$ cat src/logic/lsd_pkg.sv
// Operation
// Each pin configurable as common or segment
// Pin picks one of six bias levels
// Next pixel data moved in by DMA
// Control unit makes global drive signals, clocking
// Control logic requests DMA for next frame; code requests one word at every phase end
// Up to 16 multiplexed common outputs
// At most 62 common plus segment pins
// Bias static, 1/2, 1/3, 1/4, 1/5
// Up to five levels plus ground on bus
// Contrast adjustable in 64 levels
// Frame rate adjustable 10 Hz to 150 Hz; code clamps phase length only, a frame is one phase per common
// Inversion shows negative image
// Standard or low-power waveform type
// Three selectable drive modes
// New data applied only at phase boundary
package lsd_pkg;
   // -------------------------------------------------------------
   // Sizes
   // -------------------------------------------------------------
   localparam int LSD_PINS     = 62;
   localparam int LSD_MAX_COM  = 16;
   localparam int LSD_LVL_W    = 3;
   localparam int LSD_NUM_LVLS = 6;
   localparam int LSD_CON_W    = 6;
   // -------------------------------------------------------------
   // Timing
   // -------------------------------------------------------------
   localparam int CLK_HZ       = 100_000_000;
   localparam int FRAME_HZ_MIN = 10;
   localparam int FRAME_HZ_MAX = 150;
   localparam int FRAME_HZ_RST = 60;
   // Cycles per common phase at reset rate (16 phases x 2 polarities)
   localparam int PHASE_CYC_RST = CLK_HZ / (FRAME_HZ_RST * 32);
   localparam int PHASE_CYC_MIN = CLK_HZ / (FRAME_HZ_MAX * 32);
   localparam int PHASE_CYC_MAX = CLK_HZ / (FRAME_HZ_MIN * 32);
   localparam int PHASE_W       = 20;
   // -------------------------------------------------------------
   // Encodings
   // -------------------------------------------------------------
   typedef enum logic [2:0] {
      LSD_BIAS_STATIC = 3'h0,
      LSD_BIAS_2      = 3'h1,
      LSD_BIAS_3      = 3'h2,
      LSD_BIAS_4      = 3'h3,
      LSD_BIAS_5      = 3'h4
   } lsd_bias_e;
   localparam logic [1:0] LSD_DRV_RST    = 2'h0;
   localparam logic [5:0] LSD_CON_RST    = 6'h20;
   localparam logic [4:0] LSD_NCOM_RST   = 5'h04;
endpackage : lsd_pkg

$ cat src/logic/lsd_seq.sv
`timescale 1ns/100ps
module lsd_seq
   import lsd_pkg::*;
#(
   parameter int PINS = LSD_PINS,
   parameter int PHASE_CYC = PHASE_CYC_RST
) (
   input  wire logic                 i_clk,
   input  wire logic                 i_sys_rst,
   input  wire logic                 i_enable,
   input  wire logic [PINS-1:0]      i_pin_is_com,
   input  wire logic [4:0]           i_num_com,
   input  wire logic [2:0]           i_bias_sel,
   input  wire logic [LSD_CON_W-1:0] i_contrast,
   input  wire logic [PHASE_W-1:0]   i_phase_cycles,
   input  wire logic                 i_invert,
   input  wire logic                 i_wave_low_power,
   input  wire logic [1:0]           i_drive_mode,
   input  wire logic                 i_dma_valid,
   output logic                      o_dma_ready,
   input  wire logic [PINS-1:0]      i_dma_data,
   output logic                      o_dma_req,
   output logic [PINS*LSD_LVL_W-1:0] o_pin_level,
   output logic [PINS-1:0]           o_pin_en,
   output logic [1:0]                o_drive_mode,
   output logic [LSD_CON_W-1:0]      o_contrast,
   output logic [2:0]                o_bias_sel,
   output logic [LSD_NUM_LVLS-1:0]   o_level_en,
   output logic [3:0]                o_com_index,
   output logic                      o_polarity,
   output logic                      o_frame_start
);
   // -------------------------------------------------------------
   // Configuration limits
   // -------------------------------------------------------------
   logic [3:0]         ncom_m1;
   logic [PHASE_W-1:0] phase_len;
   logic [2:0]         bias_eff;

   always_comb begin
      // Clamp so commons never exceed sixteen
      if (i_num_com == 5'h00) begin
         ncom_m1 = 4'h0;
      end else if (i_num_com > 5'h10) begin
         ncom_m1 = 4'hf;
      end else begin
         ncom_m1 = 4'(i_num_com - 5'h01);
      end
      // Keep phase length inside the 10..150 Hz limits for a 32-phase frame
      if (i_phase_cycles < PHASE_W'(PHASE_CYC_MIN)) begin
         phase_len = PHASE_W'(PHASE_CYC_MIN);
      end else if (i_phase_cycles > PHASE_W'(PHASE_CYC_MAX)) begin
         phase_len = PHASE_W'(PHASE_CYC_MAX);
      end else begin
         phase_len = i_phase_cycles;
      end
      bias_eff = (i_bias_sel > 3'(LSD_BIAS_5)) ? 3'(LSD_BIAS_5)
                                               : i_bias_sel;
   end

   // -------------------------------------------------------------
   // Global control timing
   // -------------------------------------------------------------
   logic [PHASE_W-1:0] tick_q;
   logic [3:0]         com_q;
   logic               pol_q;
   logic               phase_end;
   logic               frame_end;

   assign phase_end = tick_q >= phase_len - PHASE_W'(1);
   // Type A flips polarity every phase, type B once per frame
   assign frame_end = phase_end && com_q == ncom_m1;

   always_ff @(posedge i_clk) begin
      if (i_sys_rst || !i_enable) begin
         tick_q <= '0;
         com_q  <= 4'h0;
         pol_q  <= 1'b0;
      end else if (phase_end) begin
         tick_q <= '0;
         com_q  <= frame_end ? 4'h0 : com_q + 4'h1;
         if (!i_wave_low_power || (frame_end)) begin
            pol_q <= ~pol_q;
         end
      end else begin
         tick_q <= tick_q + PHASE_W'(1);
      end
   end

   // -------------------------------------------------------------
   // Display data path
   // -------------------------------------------------------------
   logic            buf_valid;
   logic            buf_ready;
   logic [PINS-1:0] buf_data;
   logic [PINS-1:0] data_q;
   logic            take;
   logic            req_q;

   lsd_buf2 #(.W(PINS)) u_buf (
      .i_clk     (i_clk),
      .i_sys_rst (i_sys_rst),
      .i_valid   (i_dma_valid),
      .o_ready   (buf_ready),
      .i_data    (i_dma_data),
      .o_valid   (buf_valid),
      .i_ready   (take),
      .o_data    (buf_data)
   );

   // Swap data only as a phase ends; mid-phase words wait
   assign take = buf_valid && phase_end && i_enable;

   always_ff @(posedge i_clk) begin
      if (i_sys_rst) begin
         data_q <= '0;
      end else if (take) begin
         data_q <= i_invert ? ~buf_data : buf_data;
      end
   end

   // Request the next set each time a phase ends
   always_ff @(posedge i_clk) begin
      if (i_sys_rst || !i_enable) begin
         req_q <= 1'b0;
      end else begin
         // A word taken now frees a slot even if the buffer was full
         req_q <= phase_end && (buf_ready || take);
      end
   end

   // -------------------------------------------------------------
   // Bias level choice per pin
   // -------------------------------------------------------------
   // Levels: 0 ground .. 5 top of ladder; top = bias steps
   function automatic logic [2:0] lvl_of(input logic is_com,
                                         input logic on,
                                         input logic sel,
                                         input logic pol,
                                         input logic [2:0] b);
      logic [2:0] top;
      logic [2:0] l;
      top = (b == 3'(LSD_BIAS_STATIC)) ? 3'h1 : b + 3'h1;
      if (b == 3'(LSD_BIAS_STATIC)) begin
         l = is_com ? {2'h0, pol} : {2'h0, pol ^ on};
      end else if (is_com) begin
         l = sel ? (pol ? top : 3'h0)
                 : (pol ? top - 3'h1 : 3'h1);
      end else begin
         l = on ? (pol ? 3'h0 : top)
                : (pol ? top - 3'h2 : 3'h2);
         if (b == 3'(LSD_BIAS_2) && !on) begin
            l = 3'h1;
         end
      end
      return l;
   endfunction

   logic [PINS*LSD_LVL_W-1:0] lvl_d;
   logic [PINS*LSD_LVL_W-1:0] lvl_q;
   logic [PINS-1:0]           en_q;
   logic [4:0]                com_sel [PINS];

   // Commons are numbered by their order among common pins
   always_comb begin
      logic [4:0] n;
      n = 5'h00;
      for (int p = 0; p < PINS; p++) begin
         // Index 16 marks commons beyond the sixteenth
         com_sel[p] = n;
         if (i_pin_is_com[p]) begin
            n = (n == 5'h10) ? n : n + 5'h01;
         end
      end
   end

   genvar g;
   generate
      for (g = 0; g < PINS; g++) begin : g_pin
         assign lvl_d[g*LSD_LVL_W +: LSD_LVL_W] =
            lvl_of(i_pin_is_com[g], data_q[g],
                   com_sel[g] == {1'b0, com_q}, pol_q,
                   bias_eff);
      end
   endgenerate

   always_ff @(posedge i_clk) begin
      if (i_sys_rst) begin
         lvl_q <= '0;
         en_q  <= '0;
      end else begin
         lvl_q <= i_enable ? lvl_d : '0;
         for (int p = 0; p < PINS; p++) begin
            // Surplus commons beyond the mux ratio stay undriven
            en_q[p] <= i_enable &&
                       (!i_pin_is_com[p] ||
                        com_sel[p] <= {1'b0, ncom_m1});
         end
      end
   end

   // -------------------------------------------------------------
   // Outputs
   // -------------------------------------------------------------
   always_ff @(posedge i_clk) begin
      if (i_sys_rst) begin
         o_drive_mode  <= LSD_DRV_RST;
         o_contrast    <= LSD_CON_RST;
         o_bias_sel    <= 3'(LSD_BIAS_STATIC);
         o_level_en    <= '0;
         o_com_index   <= 4'h0;
         o_polarity    <= 1'b0;
         o_frame_start <= 1'b0;
      end else begin
         // Mode 3 is unused; fall back to the weakest drive
         o_drive_mode  <= (i_drive_mode == 2'h3) ? 2'h0
                                                 : i_drive_mode;
         o_contrast    <= i_contrast;
         o_bias_sel    <= bias_eff;
         o_level_en    <= i_enable ?
                          6'((7'h04 << bias_eff) - 7'h01) : '0;
         o_com_index   <= com_q;
         o_polarity    <= pol_q;
         o_frame_start <= frame_end && i_enable;
      end
   end

   assign o_pin_level = lvl_q;
   assign o_pin_en    = en_q;
   assign o_dma_req   = req_q;
   assign o_dma_ready = buf_ready;
endmodule : lsd_seq

$ cat src/logic/lsd_buf2.sv
`timescale 1ns/100ps
module lsd_buf2 #(
   parameter int W = 62
) (
   input  wire logic         i_clk,
   input  wire logic         i_sys_rst,
   input  wire logic         i_valid,
   output logic              o_ready,
   input  wire logic [W-1:0] i_data,
   output logic              o_valid,
   input  wire logic         i_ready,
   output logic [W-1:0]      o_data
);
   logic [W-1:0] mem_q [2];
   logic         wp_q;
   logic         rp_q;
   logic [1:0]   cnt_q;
   logic [1:0]   cnt_d;
   logic         ready_q;
   logic         valid_q;
   wire          push = i_valid && o_ready;
   wire          pop  = o_valid && i_ready;

   // Flags registered from the next count, so they stay flop outputs
   assign cnt_d   = cnt_q + {1'b0, push} - {1'b0, pop};
   assign o_ready = ready_q;
   assign o_valid = valid_q;
   assign o_data  = mem_q[rp_q];

   always_ff @(posedge i_clk) begin
      if (push) begin
         mem_q[wp_q] <= i_data;
      end
   end

   always_ff @(posedge i_clk) begin
      if (i_sys_rst) begin
         wp_q  <= 1'b0;
         rp_q  <= 1'b0;
         cnt_q   <= 2'h0;
         ready_q <= 1'b1;
         valid_q <= 1'b0;
      end else begin
         ready_q <= cnt_d != 2'h2;
         valid_q <= cnt_d != 2'h0;
         if (push) begin
            wp_q <= ~wp_q;
         end
         if (pop) begin
            rp_q <= ~rp_q;
         end
         cnt_q <= cnt_d;
      end
   end
endmodule : lsd_buf2

$ cat config.mk
export PLATFORM = sky130hd
export DESIGN_NAME = lsd_seq
export DESIGN_NICKNAME = d
export VERILOG_FILES = /design/src/logic/lsd_pkg.sv /design/src/logic/lsd_seq.sv /design/src/logic/lsd_buf2.sv
export SDC_FILE = /design/constraint.sdc
export NUM_CORES = 2
export LEC_CHECK = 0
export ABC_CLOCK_PERIOD_IN_PS = 52900
export BUFFER_PORTS_ARGS = -buffer_cell sky130_fd_sc_hd__buf_2
export CORE_ASPECT_RATIO = 0.8
export CORE_MARGIN = 2
export CORE_UTILIZATION = 40
export DETAILED_ROUTE_END_ITERATION = 8
export PLACE_DENSITY = 0.56
export SYNTH_ARGS = -nofsm -noshare
export SYNTH_HDL_FRONTEND = slang
export SYNTH_SLANG_ARGS = --single-unit
$ cat constraint.sdc
create_clock -name i_clk -period 52.9 [get_ports i_clk]
set_input_delay 0 -clock i_clk [delete_from_list [all_inputs] [get_ports i_clk]]
set_output_delay 0 -clock i_clk [all_outputs]
set_load 0.01 [all_outputs]
; ---- Word-level counts from Yosys, hierarchy flattened
; Memory sizes are Yosys's and may differ from the RTL's. A register that Yosys moved wholly into a read port is not among the register bits.
; Cells that the tools add are included.
[word_totals]
ff_bits = 365
mem_bits_rw = 124
inputBits = 166
output_inout_bits = 273
wordCells = 1189
memories = 1
[op_classes]
n_addsub = 70
magnitude_cmp = 67
eq_ne = 125
n_shift = 1
mux = 509
bitwise = 67
n_reduce_logical = 330
[memory_table]
columns = name, depth, width, read_ports, rd_clocked_by_memory_dff, wr, line_no
row1 = u_buf.mem_q, 2, 62, 1, 1, 1, lsd_buf2.sv:14  ; logic [W-1:0] mem_q [2];
[op_table]
columns = cell, count
row1 = $mux 3, 316
row2 = $mux 5, 120
row3 = $eq 5x4->1, 61
row4 = $le 5x4->1, 61
row5 = $add 5x1->5 const B, 60
row6 = $eq 5x5->1 const B, 60
row7 = $logic_and 1x1->1, 131
row8 = $logic_not 1->1, 126
row9 = $mux 1, 67
row10 = $logic_or 1x1->1, 65
row11 = $mux 62, 1
row12 = $not 62->62, 1
row13 = $xor 1x1->1, 62
row14 = $mux 20, 2
row15 = $add 20x1->20 const B, 1
row16 = $ge 20x20->1, 1
row17 = $gt 20x19->1 const B, 1
row18 = $lt 20x15->1 const B, 1
row19 = $sub 20x1->20 const B, 1
row20 = $mux 4, 3
row21 = $logic_not 5->1, 2
row22 = $reduce_or 2->1, 3
row23 = $shl 3x3->6 const A, 1
row24 = $sub 6x1->6 const B, 1
row25 = other kinds (18), 21

; ---- Logic depth before layout (Yosys ltp)
[depth]
ltp_word = 185
ltp_mapped = 289

; ---- Cells and area by module
; Synthesis repeated with hierarchy kept, for this count alone.
[hier_totals]
cells_unflattened = 5653
area_unflattened_um2 = 46387.0
[by_module_without_submodules]
columns = module, instances, cells_each, area_per_inst_um2
row1 = lsd_seq, 1, 5430, 41642.4
row2 = lsd_buf2, 1, 223, 4744.6

; ---- Least setup slack after synthesis
; No wires, ideal clock.
[synth_timing]
path_type = input-to-reg
start = input port i_pin_is_com[0]
end = register en_q[61], in the netlist o_pin_en[61]
setup_ns = 0.128
arrival_time_ns = 56.204
t_required_ns = 52.772
slack_ns = -3.432
cell_stages = 283
path_cell_list = clkbuf_1 > inv_1 > ha_1 > buf_4 > xnor2_1 > inv_1 > ha_1 > nand2_1 > o31ai_1 > ha_1 > nand2b_1 > o21ai_0 > inv_1 > ha_1 > nor2_1 > or3_1 > inv_1 > ha_1 > (+247 left out) > ha_1 > inv_1 > o31a_1 > xnor2_1 > inv_1 > ha_1 > inv_1 > o41a_1 > xnor2_1 > ha_1 > nor2b_1 > o21ai_0 > nand2b_1 > a21oi_1 > a41oi_1 > nor2_1 > nor2_1 > nor2_1
[synth_via]
elab_chain_cells = 184
word_cells_on_any_way = 244
classes_between = add/sub: 60 / order compare: 1 / eq/ne: 60 / mux: 121 / reduce/logical: 2
[synth_lines]
columns = element, line_no
row1 = from (decl), lsd_seq.sv:11  ; input wire logic [PINS-1:0] i_pin_is_com,
row2 = $mux 1 *, lsd_seq.sv:171  ; if (i_pin_is_com[p]) begin
row3 = $add 5x1->5 or $eq 5x5->1 (tied branches), lsd_seq.sv:172  ; n = (n == 5'h10) ? n : n + 5'h01;
row4 = $mux 5, lsd_seq.sv:172
row5 = $mux 5 *, lsd_seq.sv:171
row6 = $add 5x1->5 or $eq 5x5->1 (tied branches), lsd_seq.sv:172
row7 = $mux 5, lsd_seq.sv:172
row8 = $mux 5 *, lsd_seq.sv:171
row9 = $add 5x1->5 or $eq 5x5->1 (tied branches), lsd_seq.sv:172
row10 = (+168 left out), -
row11 = $mux 5, lsd_seq.sv:172
row12 = $mux 5 *, lsd_seq.sv:171
row13 = $add 5x1->5 or $eq 5x5->1 (tied branches), lsd_seq.sv:172
row14 = $mux 5, lsd_seq.sv:172
row15 = $mux 5 *, lsd_seq.sv:171
row16 = $le 5x4->1 *, lsd_seq.sv:197  ; com_sel[p] <= {1'b0, ncom_m1});
row17 = $logic_or 1x1->1 *, lsd_seq.sv:196  ; (!i_pin_is_com[p] ||
row18 = $logic_and 1x1->1 *, lsd_seq.sv:195  ; en_q[p] <= i_enable &&
row19 = "to (signal, indexed assignment)", lsd_seq.sv:195
row20 = to (decl), lsd_seq.sv:161  ; logic [PINS-1:0] en_q;
; Mark *: on every way between the ends. The rest lies on a longest branch, timed or not.
; A chain may end at the register's enable or synchronous reset.

; ---- Final worst setup path
[layout_timing]
start = input port i_pin_is_com[0]
end = register lvl_q[184], in the netlist o_pin_level[184]
[layout_via]
elab_chain_cells = 185
word_cells_on_any_way = 245
classes_between = add/sub: 60 / eq/ne: 61 / mux: 124
[layout_lines]
columns = element, line_no
row1 = $mux 1 *, lsd_seq.sv:171
row2 = $add 5x1->5 or $eq 5x5->1 (tied branches), lsd_seq.sv:172
row3 = $mux 5, lsd_seq.sv:172
row4 = $mux 5 *, lsd_seq.sv:171
row5 = $add 5x1->5 or $eq 5x5->1 (tied branches), lsd_seq.sv:172
row6 = $mux 5, lsd_seq.sv:172
row7 = $mux 5 *, lsd_seq.sv:171
row8 = $add 5x1->5 or $eq 5x5->1 (tied branches), lsd_seq.sv:172
row9 = (+169 left out), -
row10 = $mux 5 *, lsd_seq.sv:171
row11 = $add 5x1->5 or $eq 5x5->1 (tied branches), lsd_seq.sv:172
row12 = $mux 5, lsd_seq.sv:172
row13 = $mux 5 *, lsd_seq.sv:171
row14 = $eq 5x4->1 *, lsd_seq.sv:182  ; com_sel[g] == {1'b0, com_q}, pol_q,
row15 = $mux 3 *, lsd_seq.sv:147  ; l = sel ? (pol ? top : 3'h0)
row16 = $mux 3 *, lsd_seq.sv:146  ; end else if (is_com) begin
row17 = $mux 3 *, lsd_seq.sv:144  ; if (b == 3'(LSD_BIAS_STATIC)) begin
row18 = to (signal assigned), lsd_seq.sv:192  ; lvl_q <= i_enable ? lvl_d : '0;
row19 = to (decl), lsd_seq.sv:160  ; logic [PINS*LSD_LVL_W-1:0] lvl_q;
; Marked as above.

==> results.md <==
- WHS Endpoint: o_pin_level[4]$_SDFF_PP0_
- R2r endpoint: o_pin_level[180]$_SDFF_PP0_
- Starting Density: 0.404
- Status: completed
- Peak Freq: between 15 and 20 MHz
- # rows: 110
- Worst Path Arrival: ~50 ns
- Worst hold path type: input pin to register
- CTS tree: built
- Crit end category: register
- Share of post-route cells with drive strength above 1: 0.213
- Flop-to-flop setup slack: between 30 and 40 ns
- Syn Area/Cell: 7.99 µm²
- # DRC: 0
- GRT Util Overall: 0.290
- Post-route ant nets: 0
- Max stage delay on crit path: roughly 0.53 ns
- Post-synth ARST share: 0
- FF+latch count, synth: slightly below 500
- Via count: approximately 46000
- Wirelength per Cell: 22.7 µm
- Yosys warns: 0
- Worst-case reg-to-reg path depth: 60
- Synthesized cell area: about 0.046 mm²
- GRT overflow: 0
- Core box area: around 0.11 mm²
- CTS root buf: clkbuf_16
- Die H: slightly above 300 µm
- Setup Viol. Count Final: 0
- Final worst slack: around 2.5 ns
- Slew headroom: 0.209
- Buffers on Ports: approximately 440
- # IOs: roughly 440
- CP Max Fanout: 9
- Die span in x: about 380 µm
- Clk buf depth: 3
- Critical path type: input pin to register
- Yosys cell types: ~140
- Sequential-to-total area share from yosys stat: 0.242
- Clk Latency, worst-skew pair: roughly 0.69 ns
- TritonCTS sink count: ~500
- First-pass GRT wire length: about 260000 µm
- Post-placement worst setup slack: -1.16 ns
- Number of CTS-inserted buffers: 56
- Fin nets: slightly below 7000
- Post-synth EDFFs: ~120
- Pin count of the biggest net entering global routing: between 70 and 80
- Clock skew: roughly 0.046 ns
- Crit-path slowest cell: or4_4
- Worst Tran Pin Value: 1.18 ns
- Clock slew at reported path FFs: 0.06 ns
- Dpl hpwl: about 130000 µm
- Initial antenna violation count: 13
- Final min period: just over 50 ns
- Layout area overhead: 22.6%
- Hold depth: 6
- Post-synth top flop: dfxtp_1
- Critical path's most frequent cell: ha_1
- Vias in the first global route: 42805
- Final Hold Viols: 0
- HP Start: i_pin_is_com[0]
- Post-Synthesis Net Count: between 6000 and 7000
- Initial DRC count: 3976
- Drt total wl: between 150000 and 200000 µm
- Final period util: 0.953
- H-tree depth: 2
- Slew Viols, Final: 0
- CP required: 53.50 ns
- DIE AREA: between 0.1 and 0.15 mm²
- Vias per Instance: 5.84
- Initial DRT Pass Iterations: 5
- Gpl congestion: 0.979
- Synth Instances: 5700
- Reg2reg start: com_q[0]$_SDFFE_PP0P_
- Maxcap violations: 0
- Setup crit start kind: input pin
[worst max-delay path by stage]
stage / end / from / slack, ns
floorplan: o_pin_en[61]$_SDFF_PP0_ / i_pin_is_com[0] / -0.11
finish: o_pin_level[184]$_SDFF_PP0_ / i_pin_is_com[0] / 2.50
CTS: o_pin_en[61]$_SDFF_PP0_ / i_pin_is_com[0] / 0.20
global route: o_pin_en[61]$_SDFF_PP0_ / i_pin_is_com[2] / -0.48
detailed placement: o_pin_en[61]$_SDFF_PP0_ / i_pin_is_com[0] / -1.16
global placement: o_pin_en[61]$_SDFF_PP0_ / i_pin_is_com[0] / 0.60
[critical path, delay by kind of cell]
kind	cells	cell delay (ns)
buffers and inverters	36	3.03
adders and majority gates	48	10.03
xor gates and xnor gates	36	6.41
AOI/OAI and AO/OA	85	18.36
muxes	6	1.37
and+or+nand+nor	61	11.74
[cell usage after synthesis (all sizes together) (17+ instances only)]
master | instances | area (µm²)
nand2 | 555 | 2090
nor2 | 506 | 1920
xnor2 | 486 | 4520
a21oi | 403 | 2030
dfxtp | 365 | 7310
ha | 329 | 4120
o21ai | 310 | 1570
clkbuf | 278 | 1050
a211oi | 267 | 2060
inv | 267 | 1000
mux2i | 149 | 1500
nand3 | 143 | 721
edfxtp | 124 | 3720
nor3 | 109 | 577
buf | 99 | 551
and2 | 89 | 557
nor2b | 87 | 544
xor2 | 86 | 817
a31oi | 85 | 557
nand4 | 80 | 507
and3 | 52 | 325
nor4 | 48 | 364
mux2 | 44 | 495
o211ai | 40 | 315
a2111oi | 38 | 373
o21a | 36 | 270
nand2b | 35 | 226
or3 | 35 | 219
o311ai | 34 | 330
o22ai | 30 | 188
o311a | 30 | 312
o2111ai | 26 | 228
a21o | 25 | 188
o32ai | 25 | 245
a211o | 24 | 210
o31ai | 23 | 219
a311oi | 20 | 188
or4 | 20 | 150
or2 | 18 | 113
a41oi | 17 | 164
[through the flow]
stage | cells | instance area [µm²] | hold WS (ns) | setup TNS [ns] | util
floorplan | 5700 | 46200 | 0.0758 | -0.114 | -
global placement | 7547 | 50900 | 0.172 | 0 | 0.452
detailed placement | 7547 | 50900 | 0.179 | -6.33 | 0.452
CTS | 7808 | 54500 | 0.0139 | 0 | 0.484
global route | 7883 | 55800 | 0.0275 | -1.46 | 0.495
finish | 7887 | 55800 | 0.0553 | 0 | 0.495
[cell usage in the layout (no fill, tap or decap), types with 57 or more instances in the layout]
cell type,synthesis,layout
a211oi_1,258,254
nand3_1,142,139
a31oi_1,81,79
xnor2_1,455,424
buf_4,22,354
nor3_1,104,100
buf_2,47,434
dlygate4sd3_1,0,151
nand2_1,554,537
nor2_1,499,483
clkbuf_16,0,57
dfxtp_1,365,360
nand4_1,79,79
edfxtp_1,124,124
inv_1,223,215
nor2b_1,87,85
o21ai_0,250,244
xor2_1,79,74
a21oi_1,400,393
ha_1,329,289
and2_1,87,77
mux2i_1,147,141
[registers in the layout, summed over array words and instances (netlist names), named ones only]
signal / count
o_pin_level: 186
u_buf.mem_q: 124
data_q: 62
o_pin_en: 62
tick_q: 20
o_contrast: 6
o_level_en: 5
com_q: 4
o_com_index: 4
o_bias_sel: 3
o_drive_mode: 2
u_buf.cnt_q: 2
o_dma_req: 1
o_frame_start: 1
o_polarity: 1
pol_q: 1
u_buf.o_ready: 1
u_buf.o_valid: 1
u_buf.rp_q: 1
u_buf.wp_q: 1
[area by class of cell]
type	instances	area [µm²]
Fill cell	10846	56900
Tap cell	1512	1890
Sequential cell	489	11000
Inverter	275	1040
Antenna cell	6	15.0
Multi-Input combinational cell	4556	33400
Clock buffer	63	1480
Clock inverter	43	539
Timing Repair Buffer	943	6390
[metal layers]
| layer | track usage | part of all wire | vias to the layer above |
|---|---|---|---|
| met5 | 0 | 0.00028 | - |
| met2 | 0.476 | 0.46 | 1818 |
| li1 | - | - | 21961 |
| met1 | 0.381 | 0.42 | 21945 |
| met4 | 0.116 | 0.042 | 8 |
| met3 | 0.0435 | 0.073 | 308 |
[kinds of logic (layout without fill, tap and decap cells)]
kind of cell	after synthesis	after routing	share of synthesized area
AOI/OAI and AO/OA	1589	1589	0.241
xor gates and xnor gates	590	590	0.126
adders and majority gates	337	337	0.0922
buffers and inverters	655	1324	0.0584
DFF	489	489	0.242
muxes	193	193	0.0438
other	2	8	0.000165
and+or+nand+nor	1845	1845	0.196
[repair_timing]
item / in CTS / in global routing
endpoints found under the hold margin: 377 / 0
gates resized for setup: 5 / 147
setup endpoints to repair: 7 / 23
pin swaps: 5 / 102
setup buffers: 4 / 73
hold buffers: 151 / 0
Power is not shown: default switching activity piles up to over one toggle a cycle in this logic, so the estimate is an artifact.
